[src/interval_consts.svh]
// Timing and sizing constants for the gated interval counter.
// Assumes a single 250 MHz time-base clock drives the whole block.
`ifndef INTERVAL_CONSTS_SVH
`define INTERVAL_CONSTS_SVH

// ==========================================================
// Time base
`define CLK_PERIOD_PS 4000
`define CLK_PERIOD_NS 4

// ==========================================================
// Dead time after a stop, in ns, and its cycle count (rounded up)
`define DEAD_TIME_NS 150
`define DEAD_CYCLES ((`DEAD_TIME_NS * 1000 + `CLK_PERIOD_PS - 1) / `CLK_PERIOD_PS)
`define DEAD_W 8

// ==========================================================
// Least start-to-stop interval, in time-base periods
`define MIN_INTERVAL_CYCLES 1

// ==========================================================
// Averaging: N = 2**avg_log2, avg_log2 at most this value
`define AVG_LOG2_W 4
`define AVG_LOG2_MAX 8
`define AVG_N_W 9
`define ACC_EXTRA_W 8
`define RES_EXTRA_W 3

`endif

[src/interval_pkg.sv]
// Types shared by the gated interval counter.
// Assumes interval_consts.svh supplies the numeric constants.
package interval_pkg;

    // ======================================================
    // Gate state
    typedef enum logic [1:0] {
        ST_IDLE = 2'b00,
        ST_GATE = 2'b01,
        ST_DEAD = 2'b10
    } gate_state_t;

endpackage : interval_pkg

[src/time_interval_counter.sv]
// Gated time-interval counter: start pulse opens the gate, stop closes it.
// Assumes start and stop arrive asynchronously as clean one-per-event levels.
//
// Summary of operation
// [RL1] A start edge on the first channel opens the counting gate.
// [RL2] A later accepted stop edge on the second channel closes the gate.
// [RL3] The interval counter steps once on every time-base cycle while the gate is open.
// [RL4] One count equals one time-base period, 4 ns at 250 MHz.
// [RL5] An accepted interval is always at least one full time-base period.
// [RL6] After a stop, start edges are ignored until the dead time has run out.
// [RL7] A stop earlier than the least interval is ignored and the gate stays open.
// [RL8] The result is the count multiplied by the clock period in ns.
// [RL9] A direct mode gives the raw count in clock periods for unscaled readout.
// [RL10] Start and stop pass synchronisers into the gate logic; the clock may be noise modulated.
// [RL11] Sub-period averaging needs the source to repeat start/stop pairs.
// [RL12] The counter clears as the gate opens; averaging sums N intervals and divides by N.
// [RL13] A result is posted only after the gate closes and holds until the next one.
`timescale 1ns/1ps
`include "interval_consts.svh"

module time_interval_counter #(
    parameter int CNT_W = 32
) (
    // Clock and reset
    input wire logic i_core_clk,
    input wire logic i_rstn,
    // Event channels (asynchronous)
    input wire logic i_start,
    input wire logic i_stop,
    // Mode controls (same clock domain)
    input wire logic i_avg_en,
    input wire logic [`AVG_LOG2_W-1:0] i_avg_log2,
    input wire logic i_direct,
    // Status
    output logic o_gate_open,
    output logic o_dead_time,
    // Result
    output logic [CNT_W-1:0] o_elapsed_interval,
    output logic [CNT_W+`RES_EXTRA_W-1:0] o_result,
    output logic o_result_valid
);

    localparam int ACC_W = CNT_W + `ACC_EXTRA_W;
    localparam int RES_W = CNT_W + `RES_EXTRA_W;

    typedef struct packed {
        interval_pkg::gate_state_t st;
        logic [2:0] sync_start;
        logic [2:0] sync_stop;
        logic [CNT_W-1:0] cnt;
        logic [ACC_W-1:0] acc;
        logic [`AVG_N_W-1:0] n_done;
        logic [`DEAD_W-1:0] dead_cnt;
        logic [CNT_W-1:0] raw;
        logic [RES_W-1:0] result;
        logic valid;
    } state_t;

    // ======================================================
    // Reset release
    logic rst_meta_ff;
    logic rst_n_ff;

    // Release is synchronous so no flop leaves reset ahead of the others
    always_ff @(posedge i_core_clk or negedge i_rstn) begin
        if (!i_rstn) begin
            rst_meta_ff <= 1'b0;
            rst_n_ff <= 1'b0;
        end else begin
            rst_meta_ff <= 1'b1;
            rst_n_ff <= rst_meta_ff;
        end
    end

    // ======================================================
    // State
    state_t s_ff;
    state_t nxt_s;

    logic start_edge;
    logic stop_edge;
    logic stop_ok;
    logic [CNT_W-1:0] cnt_now;
    logic last_of_set;
    logic [`AVG_LOG2_W-1:0] shift_amt;
    logic [`AVG_N_W-1:0] n_target;
    logic [ACC_W-1:0] acc_sum;
    logic [ACC_W-1:0] acc_avg;
    logic [RES_W-1:0] avg_res;

    // Edges taken from stages two and three only; stage one is metastable
    assign start_edge = s_ff.sync_start[1] & ~s_ff.sync_start[2]; // [RL10]
    assign stop_edge = s_ff.sync_stop[1] & ~s_ff.sync_stop[2]; // [RL10]
    // Cycles the gate has been open, this one included; wraps with no flag
    assign cnt_now = s_ff.cnt + CNT_W'(1); // [RL3]
    // A stop in the very cycle of the start is seen in idle and so ignored
    assign stop_ok = stop_edge && (cnt_now >= CNT_W'(`MIN_INTERVAL_CYCLES)); // [RL5] [RL7]

    // Power-of-two N keeps the divide a plain shift
    assign shift_amt = (i_avg_log2 > `AVG_LOG2_W'(`AVG_LOG2_MAX)) ?
        `AVG_LOG2_W'(`AVG_LOG2_MAX) : i_avg_log2;
    assign n_target = i_avg_en ? (`AVG_N_W'(1) << shift_amt) : `AVG_N_W'(1);
    assign last_of_set = (s_ff.n_done + `AVG_N_W'(1)) >= n_target;
    assign acc_sum = s_ff.acc + ACC_W'(cnt_now); // [RL12]
    assign acc_avg = i_avg_en ? (acc_sum >> shift_amt) : acc_sum; // [RL12]
    assign avg_res = RES_W'(acc_avg[CNT_W-1:0]);

    always_comb begin
        nxt_s = s_ff;
        nxt_s.sync_start = {s_ff.sync_start[1:0], i_start};
        nxt_s.sync_stop = {s_ff.sync_stop[1:0], i_stop};
        nxt_s.valid = 1'b0;
        unique case (s_ff.st)
            interval_pkg::ST_IDLE: begin
                if (start_edge) begin
                    nxt_s.st = interval_pkg::ST_GATE; // [RL1]
                    nxt_s.cnt = '0; // [RL12]
                    if (s_ff.n_done == '0) begin
                        nxt_s.acc = '0; // [RL12]
                    end
                end
            end
            interval_pkg::ST_GATE: begin
                if (stop_ok) begin
                    nxt_s.st = interval_pkg::ST_DEAD; // [RL2]
                    nxt_s.dead_cnt = `DEAD_W'(`DEAD_CYCLES); // [RL6]
                    nxt_s.raw = cnt_now; // [RL3]
                    if (last_of_set) begin
                        nxt_s.n_done = '0;
                        nxt_s.acc = '0;
                        nxt_s.valid = 1'b1; // [RL13]
                        if (i_direct) begin
                            nxt_s.result = avg_res; // [RL9]
                        end else begin
                            nxt_s.result = RES_W'(avg_res * RES_W'(`CLK_PERIOD_NS)); // [RL4] [RL8]
                        end
                    end else begin
                        nxt_s.n_done = s_ff.n_done + `AVG_N_W'(1); // [RL12]
                        nxt_s.acc = acc_sum;
                    end
                end else begin
                    nxt_s.cnt = cnt_now; // [RL3]
                end
            end
            interval_pkg::ST_DEAD: begin
                // Starts are simply not looked at here
                if (s_ff.dead_cnt <= `DEAD_W'(1)) begin
                    nxt_s.st = interval_pkg::ST_IDLE; // [RL6]
                end else begin
                    nxt_s.dead_cnt = s_ff.dead_cnt - `DEAD_W'(1);
                end
            end
            default: begin
                nxt_s.st = interval_pkg::ST_IDLE;
            end
        endcase
    end

    always_ff @(posedge i_core_clk or negedge rst_n_ff) begin
        if (!rst_n_ff) begin
            s_ff <= '0;
        end else begin
            s_ff <= nxt_s;
        end
    end

    // ======================================================
    // Outputs
    assign o_gate_open = (s_ff.st == interval_pkg::ST_GATE);
    assign o_dead_time = (s_ff.st == interval_pkg::ST_DEAD);
    assign o_elapsed_interval = s_ff.raw;
    assign o_result = s_ff.result; // [RL13]
    assign o_result_valid = s_ff.valid;
endmodule : time_interval_counter

[config.mk]
export PLATFORM = sky130hd
export DESIGN_NAME = time_interval_counter
export DESIGN_NICKNAME = d
export VERILOG_FILES = /design/src/interval_pkg.sv /design/src/time_interval_counter.sv
export VERILOG_INCLUDE_DIRS = /design/src
export SDC_FILE = /design/constraint.sdc
export NUM_CORES = 1
export LEC_CHECK = 0
export ABC_AREA = 1
export BUFFER_PORTS_ARGS = -buffer_cell sky130_fd_sc_hd__buf_2
export CAP_MARGIN = 10
export CORE_MARGIN = 2
export CORE_UTILIZATION = 30
export DETAILED_ROUTE_END_ITERATION = 16
export SLEW_MARGIN = 5
export SYNTH_ARGS = -nofsm -noshare
export SYNTH_HDL_FRONTEND = slang
export SYNTH_SLANG_ARGS = --single-unit
[constraint.sdc]
create_clock -name i_core_clk -period 5.3 [get_ports i_core_clk]
set_clock_uncertainty 0.2 [all_clocks]
set_input_delay 0.265 -clock i_core_clk [delete_from_list [all_inputs] [get_ports i_core_clk]]
set_output_delay 0.265 -clock i_core_clk [all_outputs]
set_load 0.005 [all_outputs]
After elaboration in Yosys (flattened, before gate mapping)
Cells that the tools add are included.
- register bits: 166
- logic and storage cells: 63
- bits of input ports: 10
- multiplexer cells: 18
- order comparisons: 4
- eq/ne operators: 8
- shift-type cells: 2
- reduce and logical (&&, ||, !) cells: 11
- add/sub/neg operators: 4
- bitwise gates (word level): 4
- operator list (cell ; count):
    one-hot mux 72 bit (2 select lines) ; 1
    2-to-1 mux 125 bit ; 1
    2-to-1 mux 72 bit ; 1
    2-to-1 mux 32 bit ; 2
    2-to-1 mux 49 bit ; 1
    adder 40 x 32 -> 40 bit ; 1
    2-to-1 mux 40 bit ; 1
    >> shifter 40 x 4 -> 32 bit ; 1
    2-to-1 mux 35 bit ; 1
    2-to-1 mux 34 bit ; 1
    adder 32 x 1 -> 32 bit, second input constant ; 1
    >= comparator 32 x 1 -> 1 bit, second input constant ; 1
    one-hot mux 8 bit (2 select lines) ; 1
    AND reduction 3 bit ; 4
    adder 9 x 1 -> 9 bit, second input constant ; 1
    >= comparator 9 bit ; 1
    logical NOT 9 bit ; 1
    2-to-1 mux 9 bit ; 1
    left shift 1 x 4 -> 9 bit, first input constant ; 1
    less-or-equal comparator 8 x 1 -> 1 bit, second input constant ; 1
    2-to-1 mux 8 bit ; 1
    inequality test 2 bit, second input constant ; 4
    subtractor 8 x 1 -> 8 bit, second input constant ; 1
    2-to-1 mux 2 bit ; 3
    14 further kinds ; 18

Logic depth before layout (Yosys ltp)
Gate-level depths: netlist of the first run.
- depth after elaboration: 8
- mapped depth: 30
- gate-level depth less buffers: 30

Worst setup path after synthesis of the first run
Ideal clock, no wire load.
- kind: input to register
- start point: input i_avg_en
- end point: register s_ff (netlist bit o_result[8])
- library setup time: 0.069 ns
- buffers on the path: 2
- arrival time: 3.161 ns
- stages on the path: 22
- setup slack: 1.870 ns
- path through: clkinv_1 > nor2_1 > inv_1 > nor2_1 > clkbuf_1 > nand2_1 > ha_1 > nand2_1 > o211ai_1 > nand3_1 > nand2_1 > nand3_1 > nand2_1 > nand2_1 > nand2_1 > nand2_1 > nand2_1 > nand4_4 > nor2_4 > buf_2 > nand3_1 > nand3_1
- word-level cells in the longest chain between the ends: 3
- elaborated cells between the ends (all ways): 5
- classes of those cells: 1 x order compare; 3 x mux; 1 x reduce/logical
- ends and longest elaborated chain (item ; RTL line ; RTL):
    start, declared ; time_interval_counter.sv:31 ; input wire logic i_avg_en,
    2-to-1 mux 9 bit ; time_interval_counter.sv:102 ; assign n_target = i_avg_en ? (`AVG_N_W'(1) << shift_amt) : `AVG_N_W'(1);
    >= comparator 9 bit ; time_interval_counter.sv:103 ; assign last_of_set = (s_ff.n_done + `AVG_N_W'(1)) >= n_target;
    AND reduction 3 bit (no line) ; n/a ;
    end signal, assigned ; time_interval_counter.sv:163 ; s_ff <= nxt_s;
    end, declared ; time_interval_counter.sv:77 ; state_t s_ff;
Parallel ways exist; a longest one is shown, timed or not.
A chain may end at the register's enable or synchronous reset.

Worst setup path after layout of the first run
- start point: register s_ff[125] (netlist name)
- end point: register s_ff (netlist bit o_result[8])
- word-level cells in the longest chain between the ends: 5
- elaborated cells between the ends (all ways): 8
- classes of those cells: 2 x add/sub; 1 x order compare; 1 x shift; 2 x mux; 2 x reduce/logical
- ends and longest elaborated chain (item ; RTL line ; RTL):
    adder 32 x 1 -> 32 bit (*) ; time_interval_counter.sv:95 ; assign cnt_now = s_ff.cnt + CNT_W'(1);
    net cnt_now[12] ; time_interval_counter.sv:83 ; logic [CNT_W-1:0] cnt_now;
    adder 40 x 32 -> 40 bit ; time_interval_counter.sv:104 ; assign acc_sum = s_ff.acc + ACC_W'(cnt_now);
    >> shifter 40 x 4 -> 32 bit ; time_interval_counter.sv:105 ; assign acc_avg = i_avg_en ? (acc_sum >> shift_amt) : acc_sum;
    2-to-1 mux 32 bit ; time_interval_counter.sv:105 ;
    2-to-1 mux 34 bit ; time_interval_counter.sv:132 ; if (i_direct) begin
The timed path passes the listed nets; every way through them passes the cells marked *.

==> key figures, run 1 <==
Synthesis
  – Mux cell area share after synthesis: 0.0738%
  – Simple logic cell fraction of the synthesized area: a little over two fifths
  – Asr flop ratio synth: 100%
  – Top cell type's share of synthesized area: 30.6%
  – Commonest cells in the netlist: nand2_1, nand3_1, inv_1, dfrtp_1, nor2_1
  – Main synth FF type: dfrtp_1
  – EDFF count, synth: 0
  – Post-synthesis xor/xnor area fraction: 2.33%
  – Cells after Synth: 2137
  – Synth cell types: 50
  – Synth Warn #: 0
  – Net Count, Synth: 2201
  – Synth top area cells: dfrtp_1, nand2_1, nand3_1
  – Synth Area in Adders: under 10%
  – Synth Area per Inst: 6.35 µm²
  – Synth Area in Compound Gates: 6.64%
  – Sequential cell area fraction in the yosys report: just over 30%
  – Most common cell in the netlist: nand2_1
  – Main combinational cell family by area after synthesis: simple AND/OR/NAND/NOR gates
  – Synth area leader: dfrtp_1
  – Mapped Area: roughly 14000 µm²
  – #FFs+latches synth: 166

Power
  – Combinational power share: between 40% and 50%
  – P per Cell Area: 388 nW/µm²
  – VDD IR max: 0.000192 V
  – P_int: between 3 and 4 mW
  – Seq pwr share: 32.5%
  – Switching power: about 2.6 mW
  – Power, Total: 5.68 mW
  – LEAKAGE: 7.93 nW
  – Net Sw Frac: between 40% and 50%
  – Share of total power in the clock network: 22.8%

Place
  – DP Cell Count: 2695
  – Dpl cell area: 14000 µm²
  – Buffers on Ports: about 80
  – DP Wirelength: 35.1 mm
  – Gpl congestion: around 0.96
  – Pre-CTS setup slack: between 0.6 and 0.7 ns

GRT
  – Initial antenna violation count: 0
  – Pin count of the biggest net entering global routing: 165
  – Gr ovfl total: 0
  – Vias in the first global route: 12700
  – Gr usage total: 19.3%
  – First-pass GRT wire length: 70.5 mm

Layout
  – Layout cell share with drive strength beyond 1: 7.77%
  – Final Util: 33.0%
  – Final Non-Filler Cells: 2729
  – Area growth syn-to-layout: 7.95%
  – Nets: 2191
  – Ant. Diodes: 0
  – Fin area: 14600 µm²
  – Fill cells: 4965

Clocking
  – Clock slew at reported path FFs: 0.07 ns
  – Num Clock Sinks: 166
  – Clk buf depth: 2
  – H-tree depth: 4
  – CTS Root Cell: clkbuf_16
  – Inserted Clock Buffers: 17
  – Clk_lat worst skew: 0.47 ns
  – CTS tree: done

STA
  – Period utilization: 88.8%
  – Hold slack: 0.152 ns
  – Max Transition Viols Final: 0
  – RSZ-0062 raised after global routing: false
  – Minimum clock period: 4.71 ns
  – Slew @ Worst Pin: 1.12 ns
  – Maximum clock frequency: 212 MHz
  – Worst Slack Setup Final: roughly 0.6 ns
  – Final setup vio count: 0
  – Hold violation count in the final report: 0
  – Max-Slew Margin vs Limit: 25.0%
  – Setup TNS: 0 ns

Detailed routing
  – Drc violations: 0
  – Routed WL: 44.9 mm
  – DR vias/cell: 4.92
  – Initial drt markers: approximately 1500
  – First drt pass iteration count: 6
  – Routed Antenna Nets: 0
  – Routed wire per std cell: 16.5 µm
  – Vias: 13400

Floorplanning
  – Starting Density: 30.5%
  – Area of the die: 46900 µm²
  – Die Wd: 217 µm
  – Cell Rows: 77
  – Die Y: 217 µm
  – Area of the core: about 44000 µm²
  – Ports: 80

Critical path
  – Worst Path Arrival: about 5 ns
  – Crit-path max FO: 6
  – CP Capture Type: register
  – Setup CP Type: register to register
  – Startpoint types: register
  – Reg2Reg Depth: 22
  – Critical Path RT: 5.50 ns
  – Setup slack, reg-to-reg: between 0.5 and 0.6 ns

Hold path
  – Hold Crit Class: register to register
  – Worst Hold Depth: 0

Run status
  – Status: complete, no violations

Job
  – Max_cap viols: 0
power by group through the flow:
stage                     registers [mW]  clock network, mW  logic [mW]
after floorplan                     1.79                  0        1.95
after global placement              1.86                  0        2.49
after detailed placement            1.85                  0        2.52
after CTS                           1.84               1.32        2.53
after global routing                1.88               1.37        2.86
final                               1.85               1.29        2.54
state kept, by name, indices dropped and copies added (netlist names):
signal              cells
rst_meta_ff             1
o_elapsed_interval     32
nxt_s                   4
o_result               34
s_ff                   93
o_result_valid          1
rst_n_ff                1
path summary, 6_finish.rpt:
kind                            startpoint          end
worst min-delay path            nxt_s[158]   nxt_s[159]
max in group asynchronous         rst_n_ff     s_ff[93]
min in group asynchronous         rst_n_ff    s_ff[124]
worst max-delay path             s_ff[125]  o_result[8]
worst max register to register   s_ff[125]  o_result[8]
worst min register to register  nxt_s[158]   nxt_s[159]
placed cells by master (no fill, tap or decap), types with 21 or more instances in the layout:
cell type / Yosys / final
xor2_1: 33 / 33
nor2_1: 123 / 122
o21ai_0: 69 / 69
a21oi_1: 37 / 37
ha_1: 53 / 53
buf_2: 10 / 78
dfrtp_1: 166 / 165
nand4_1: 24 / 24
o21ai_1: 21 / 21
nand2_1: 793 / 793
nand3_1: 330 / 330
inv_1: 256 / 256
worst max-delay path: stages, from the launching register on:
cell	delay [ns]
dfrtp_1	0.46
ha_1	0.27
nand2_2	0.10
inv_2	0.09
nand2_1	0.07
nor2_1	0.34
xor2_1	0.35
inv_1	0.15
ha_1	0.39
nand2_1	0.09
inv_1	0.09
nand2_1	0.10
nor3_1	0.36
nand2_1	0.10
nand2_1	0.12
xor2_1	0.49
nand2_1	0.14
nand3_1	0.13
o21a_1	0.18
nand2_1	0.07
nand4_1	0.14
nand2_1	0.08
nand3_1	0.12
kinds of logic after synthesis:
kind of cell,Yosys count
xor gates and xnor gates,36
and+or+nand+nor,1324
AOI/OAI and AO/OA,159
adders and majority gates,54
other,2
buffers and inverters,395
muxes,1
DFF,166
layout make-up:
cell class / instances / area [µm²] / area share [%]
inverter: 265 / 995 / 6.79
tap: 592 / 741 / 5.06
sequential: 166 / 4160 / 28.4
clock inverter: 9 / 119 / 0.812
timing repair buffer: 101 / 588 / 4.02
clock buffer: 20 / 457 / 3.12
multi-input combinational: 1576 / 7580 / 51.8
timing repair:
action | in CTS | in global routing
buffers inserted | 0 | 0
hold endpoints to repair | 5 | 0
hold buffers | 5 | 0
gates resized for setup | 0 | 0
per-layer routing:
layer / global-route usage (%) / wire length, µm / share of wire [%] / up-vias
li1: - / - / - / 6709
met1: 28.0 / 21900 / 49 / 6246
met2: 29.6 / 19400 / 43 / 424
met3: 3.19 / 2790 / 6.2 / 50
met4: 5.14 / 828 / 1.8 / 0
met5: 0 / 0 / 0 / -
(Power assumes the default switching activity.)
==> run 2, diff against run 1 <==
--- a/config.mk
+++ b/config.mk
@@ -6,7 +6,6 @@
 export SDC_FILE = /design/constraint.sdc
 export NUM_CORES = 1
 export LEC_CHECK = 0
-export ABC_AREA = 1
 export BUFFER_PORTS_ARGS = -buffer_cell sky130_fd_sc_hd__buf_2
 export CAP_MARGIN = 10
 export CORE_MARGIN = 2
==> run 2 against run 1 <==
Combinational power is 54% lower. Clock power hardly changed. Utilization is 2.8 points higher. Area after synthesis is 4.8% lower. Synthesized cell count is 26% lower. Global-route usage is 0.36 points higher. Register-to-register slack worse by 0.44 ns. Worst hold slack hardly changed. Sequential power is 14% lower. Count of clock-buffer cells in the layout is 1 lower. Sequential share of layout area is 0.88 points lower. Largest power group is now sequential cells.
==> key figures, run 2 <==
Synthesis
  – Asr flop ratio synth: 100%
  – Synth Warn #: 0
  – Sequential cell area fraction in the yosys report: 32.2%
  – EDFF count, synth: 0
  – #FFs+latches synth: 166
  – Top cell type's share of synthesized area: 32.2%
  – Synth area leader: dfrtp_1
  – Most common cell in the netlist: nand2_1
  – Synth cell types: 98
  – Commonest cells in the netlist: nand2_1, dfrtp_1, o21ai_0, nor2_1, a21oi_1
  – Synth Area per Inst: 8.14 µm²
  – Mapped Area: ~13000 µm²
  – Net Count, Synth: 1649
  – Cells after Synth: between 1500 and 2000
  – Synth top area cells: dfrtp_1, nand2_1, ha_1
  – Main synth FF type: dfrtp_1

Floorplanning
  – Die Y: 211 µm
  – Area of the core: 42200 µm²
  – Die Wd: 211 µm
  – Cell Rows: 75
  – Ports: 80
  – Area of the die: approximately 45000 µm²
  – Starting Density: 30.6%

STA
  – Setup TNS: 0 ns
  – Minimum clock period: 5.14 ns
  – Hold violation count in the final report: 0
  – Period utilization: 97.1%
  – Maximum clock frequency: approximately 190 MHz
  – Slew @ Worst Pin: 0.966 ns
  – Final setup vio count: 0
  – Hold slack: between 0.15 and 0.2 ns
  – Worst Slack Setup Final: between 0.15 and 0.2 ns
  – RSZ-0062 raised after global routing: true
  – Max Transition Viols Final: 0
  – Max-Slew Margin vs Limit: 35.6%

Critical path
  – CP Capture Type: register
  – Startpoint types: register
  – Critical Path RT: around 5.5 ns
  – Setup CP Type: register to register
  – Crit-path max FO: 7
  – Worst Path Arrival: 5.38 ns

Hold path
  – Hold Crit Class: register to register

Detailed routing
  – Routed wire per std cell: just under 20 µm
  – Routed WL: around 43 mm
  – Routed Antenna Nets: 0
  – Initial drt markers: 1310
  – Vias: between 10000 and 15000
  – Drc violations: 0
  – DR vias/cell: 5.66
  – First drt pass iteration count: 6

Power
  – Share of total power in the clock network: 31.4%
  – Combinational power share: 29.3%
  – LEAKAGE: between 6 and 7 nW
  – Net Sw Frac: 36.2%
  – Seq pwr share: 39.3%
  – P per Cell Area: 268 nW/µm²
  – Switching power: 1.47 mW
  – VDD IR max: between 0.0002 and 0.0003 V
  – Power, Total: 4.05 mW
  – P_int: 2.58 mW

Layout
  – Ant. Diodes: 0
  – Biggest register: s_ff
  – Fill cells: 4443
  – Area growth syn-to-layout: 17.0%
  – Layout cell share with drive strength beyond 1: 20.8%
  – Commonest non-fill, non-tap cell in the layout: nand2_1
  – Max reg flops: 93
  – Commonest non-fill, non-tap cells in the layout: nand2_1, dfrtp_1, buf_4
  – Nets: approximately 1700

Clocking
  – Clk_lat worst skew: 0.50 ns
  – CTS tree: done
  – Clk buf depth: 2
  – Num Clock Sinks: 166
  – Inserted Clock Buffers: 17
  – Clock slew at reported path FFs: approximately 0.070 ns
  – H-tree depth: 4
  – CTS Root Cell: clkbuf_16

Run status
  – Status: complete, no violations

Place
  – Gpl congestion: 0.931
  – DP Wirelength: 32.2 mm
  – Pre-CTS setup slack: -0.343 ns
  – Buffers on Ports: 78

GRT
  – Gr ovfl total: 0
  – Gr usage total: 19.7%
  – Vias in the first global route: 12100
  – Initial antenna violation count: 0
  – Pin count of the biggest net entering global routing: 165
  – First-pass GRT wire length: 68.7 mm

Job
  – Max_cap viols: 0
run 2: critical path, stage by stage (launching register included):
cell	delay, ns
dfrtp_1	0.40
buf_4	0.17
nand3_2	0.18
buf_4	0.22
or4_1	0.49
and2_1	0.23
inv_1	0.11
ha_1	0.25
buf_4	0.16
and2_1	0.21
and3_1	0.24
o311ai_0	0.48
nand3_1	0.35
nand2_1	0.15
o31ai_1	0.08
a211oi_1	0.44
a22oi_1	0.24
a32oi_1	0.31
o21a_1	0.17
run 2: kinds of logic after synthesis:
family	Yosys count	share of synthesized area [%]
xor+xnor	71	4.82
compound gates	479	24.7
buf+inv	236	9.30
flops	166	32.2
simple gates	541	20.5
other cells	2	0.0582
mux	36	3.24
fa+ha+maj	54	5.29
run 2: what timing repair did:
item                                   4_1_cts  5_1_grt
setup endpoints to repair                   16       26
endpoints found under the hold margin        5        0
gates resized for setup                      7       44
hold buffers                                 5        0
buffers inserted                             0        5
pin swaps                                    1        9
run 2: path summary, 6_finish.rpt:
path                        startpoint                     end  slack (ns)  cells past startpoint
hold / removal             rst_meta_ff                rst_n_ff        0.15                      0
setup reg to reg             s_ff[125]            o_result[15]        0.16                     18
max in group asynchronous     rst_n_ff  o_elapsed_interval[23]        3.90                      1
min in group asynchronous     rst_n_ff   o_elapsed_interval[2]        0.26                      1
setup / recovery             s_ff[125]            o_result[15]        0.16                     18
hold reg to reg            rst_meta_ff                rst_n_ff        0.15                      0
run 2: per-layer routing:
layer	GRT usage, %	share of wire (%)
met3	4.14	6.7
met5	0	0
met4	7.02	2.2
met1	26.9	46
met2	30.7	46
run 2: metrics by stage:
stage                     std cells  area [µm²]  utilization [%]
after floorplan                1585       12900                -
after global placement         2178       14200             33.5
after detailed placement       2178       14200             33.5
after CTS                      2214       14800             35.1
after global routing           2219       15100             35.8
final                          2219       15100             35.8
run 2: cell type report:
type	instances	area, µm²	area share [%]
tap	539	674	4.46
timing repair buffer	230	1580	10.5
multi-input combinational	1183	7860	52.0
sequential	166	4160	27.5
clock buffer	19	453	3.00
inverter	70	263	1.74
clock inverter	12	118	0.779
run 2: power groups by stage:
stage          Combinational, mW  Clock (mW)  Sequential, mW
3_5_place_dp                1.17           0            1.61
6_report                    1.18        1.27            1.59
2_1_floorplan              0.908           0            1.59
3_3_place_gp                1.16           0            1.61
5_1_grt                     1.32        1.36            1.62
4_1_cts                     1.18        1.32            1.59
==> run 3, diff against run 2 <==
--- a/config.mk
+++ b/config.mk
@@ -11,6 +11,8 @@
 export CORE_MARGIN = 2
 export CORE_UTILIZATION = 30
 export DETAILED_ROUTE_END_ITERATION = 16
+export MAX_ROUTING_LAYER = met4
+export PLACE_DENSITY = 0.53
 export SLEW_MARGIN = 5
 export SYNTH_ARGS = -nofsm -noshare
 export SYNTH_HDL_FRONTEND = slang
==> run 3 against run 2 <==
Sequential share of layout area fell by 0.75 points. Register-to-register slack better by 0.09 ns. Combinational power about the same. First-iteration DRC count down 20%. Critical path type unchanged. Die area is the same. Sequential power is essentially flat. Clock power barely moved.
==> key figures, run 3 (synthesis gave the netlist of run 2 again) <==
Floorplanning
  – Area of the die: ~45000 µm²
  – Die Y: 211 µm
  – Area of the core: 42200 µm²
  – Starting Density: between 30% and 40%
  – Cell Rows: 75
  – Die Wd: 211 µm
  – Ports: 80

Critical path
  – CP Capture Type: register
  – Worst path depth: 22
  – End of the critical path: o_result[21]
  – Critical Path Max Stage Delay: 0.41 ns
  – Slowest-stage cell, CP: dfrtp_1
  – Crit path cell chain: nand4_4, nor4_1, buf_4, nand3_1, xor2_1, inv_1, ha_1, a21oi_1, o21ai_0, or3_1, nor3_2, buf_4, o31ai_1, xnor2_1, buf_4, buf_4, a222oi_1, nand2_1, buf_4, a211oi_1, buf_4, o221a_2
  – Crit path from: s_ff[131]
  – Reg-to-Reg Start: s_ff[131]
  – Family with the most delay on the worst path: simple AND/OR/NAND/NOR gates
  – Setup slack, reg-to-reg: around 0.25 ns
  – Reg-to-reg endpoint: o_result[21]
  – Reg2Reg Depth: 22
  – Crit path buf inv count: 7
  – Critical Path RT: 5.51 ns
  – Most used cell along the critical path: buf_4
  – Setup CP Type: register to register
  – Worst Path Arrival: 5.26 ns
  – Startpoint types: register
  – Crit-path max FO: 8

STA
  – Period utilization: 95.3%
  – Hold slack: 0.0398 ns
  – Hold violation count in the final report: 0
  – Slew @ Worst Pin: 0.915 ns
  – RSZ-0062 raised after global routing: true
  – Setup TNS: 0 ns
  – Minimum clock period: 5.05 ns
  – Max Transition Viols Final: 0
  – Final setup vio count: 0
  – Maximum clock frequency: 198 MHz
  – Worst Slack Setup Final: 0.248 ns
  – Max-Slew Margin vs Limit: 38.8%

Clocking
  – H-tree depth: 4
  – Clk_lat worst skew: 0.48 ns
  – Clk buf depth: 2
  – Clock slew at reported path FFs: approximately 0.07 ns
  – CTS tree: done
  – Num Clock Sinks: 166
  – Inserted Clock Buffers: 17
  – CTS Root Cell: clkbuf_16

Place
  – Pre-CTS setup slack: just over 0.04 ns
  – DP Wirelength: 34.6 mm
  – Buffers on Ports: ~80
  – Gpl congestion: 0.971

GRT
  – Initial antenna violation count: 0
  – First-pass GRT wire length: 71.7 mm
  – Pin count of the biggest net entering global routing: ~110
  – Gr ovfl total: 0
  – Gr usage total: 21.3%
  – Vias in the first global route: ~12000

Layout
  – Fill cells: 4443
  – Multi-input gate area: 7770 µm²
  – Area growth syn-to-layout: 20.3%
  – Commonest non-fill, non-tap cell in the layout: buf_4
  – Layout cell share with drive strength beyond 1: a little under a quarter
  – FF+latch area: 4160 µm²
  – Max reg flops: 93
  – Biggest register: s_ff
  – Nets: 1801
  – Commonest non-fill, non-tap cells in the layout: buf_4, nand2_1, dfrtp_1
  – Ant. Diodes: 0

Job
  – Max_cap viols: 0

Detailed routing
  – Routed Antenna Nets: 0
  – Routed wire per std cell: 20.1 µm
  – Routed WL: 45.9 mm
  – First drt pass iteration count: 5
  – Vias: 12700
  – DR vias/cell: 5.55
  – Drc violations: 0
  – Initial drt markers: 1043

Hold path
  – Hold Crit Class: input pin to register

Power
  – P per Cell Area: 263 nW/µm²
  – LEAKAGE: 7.17 nW
  – VDD IR max: 0.000221 V

Run status
  – Status: complete, no violations
==> run 3: worst min-delay path by stage <==
stage | startpoint | endpoint | slack [ns] | cells after the start
6_report | i_direct | o_result[17] | 0.04 | 2
5_1_grt | i_direct | o_result[17] | 0.09 | 2
4_1_cts | i_direct | o_result[17] | 0.02 | 2
3_5_place_dp | i_rstn | rst_meta_ff | -0.15 | 1
3_3_place_gp | i_rstn | rst_meta_ff | -0.15 | 1
2_1_floorplan | i_rstn | rst_meta_ff | -0.23 | 0
==> run 3: repair_timing <==
item | in CTS | in global routing
hold buffers | 4 | 0
endpoints found under the hold margin | 4 | 0
setup endpoints to repair | 0 | 26
buffers inserted | 0 | 2
gates resized for setup | 0 | 50
==> run 3: layer usage <==
layer	share of wire [%]	GRT usage, %
met1	47	28.9
met3	5.1	3.72
met2	46	32.7
met5	0	-
met4	1.5	5.54
==> run 3: report_power, final <==
| group | total [mW] | internal, mW | switching (mW) |
|---|---|---|---|
| registers | 1.60 | 1.45 | 0.148 |
| logic | 1.20 | 0.472 | 0.728 |
| clock network | 1.29 | 0.662 | 0.624 |
==> run 3: layout make-up <==
type                       instances  share of cell area (%)
clock buffer                      18                    2.76
inverter                          70                    1.69
tap                              539                    4.34
timing repair buffer             299                    13.4
clock inverter                    14                   0.926
multi-input combinational       1183                    50.1
sequential                       166                    26.8
==> run 3: metrics by stage <==
stage,instance area [µm²],power (mW),cells,utilization (%)
floorplan,12900,2.49,1585,-
global placement,14700,2.81,2251,34.8
detailed placement,14700,2.82,2251,34.8
CTS,15300,4.12,2287,36.2
global route,15500,4.32,2289,36.8
finish,15500,4.08,2289,36.8
==> run 3: worst reg2reg max path: cells and delay by family, from the launching register on <==
| family | cells | cell delay [ns] |
|---|---|---|
| buffers and inverters | 7 | 1.17 |
| DFF | 1 | 0.41 |
| adders and majority gates | 1 | 0.24 |
| and+or+nand+nor | 6 | 1.30 |
| AOI/OAI and AO/OA | 6 | 1.18 |
| xor gates and xnor gates | 2 | 0.51 |
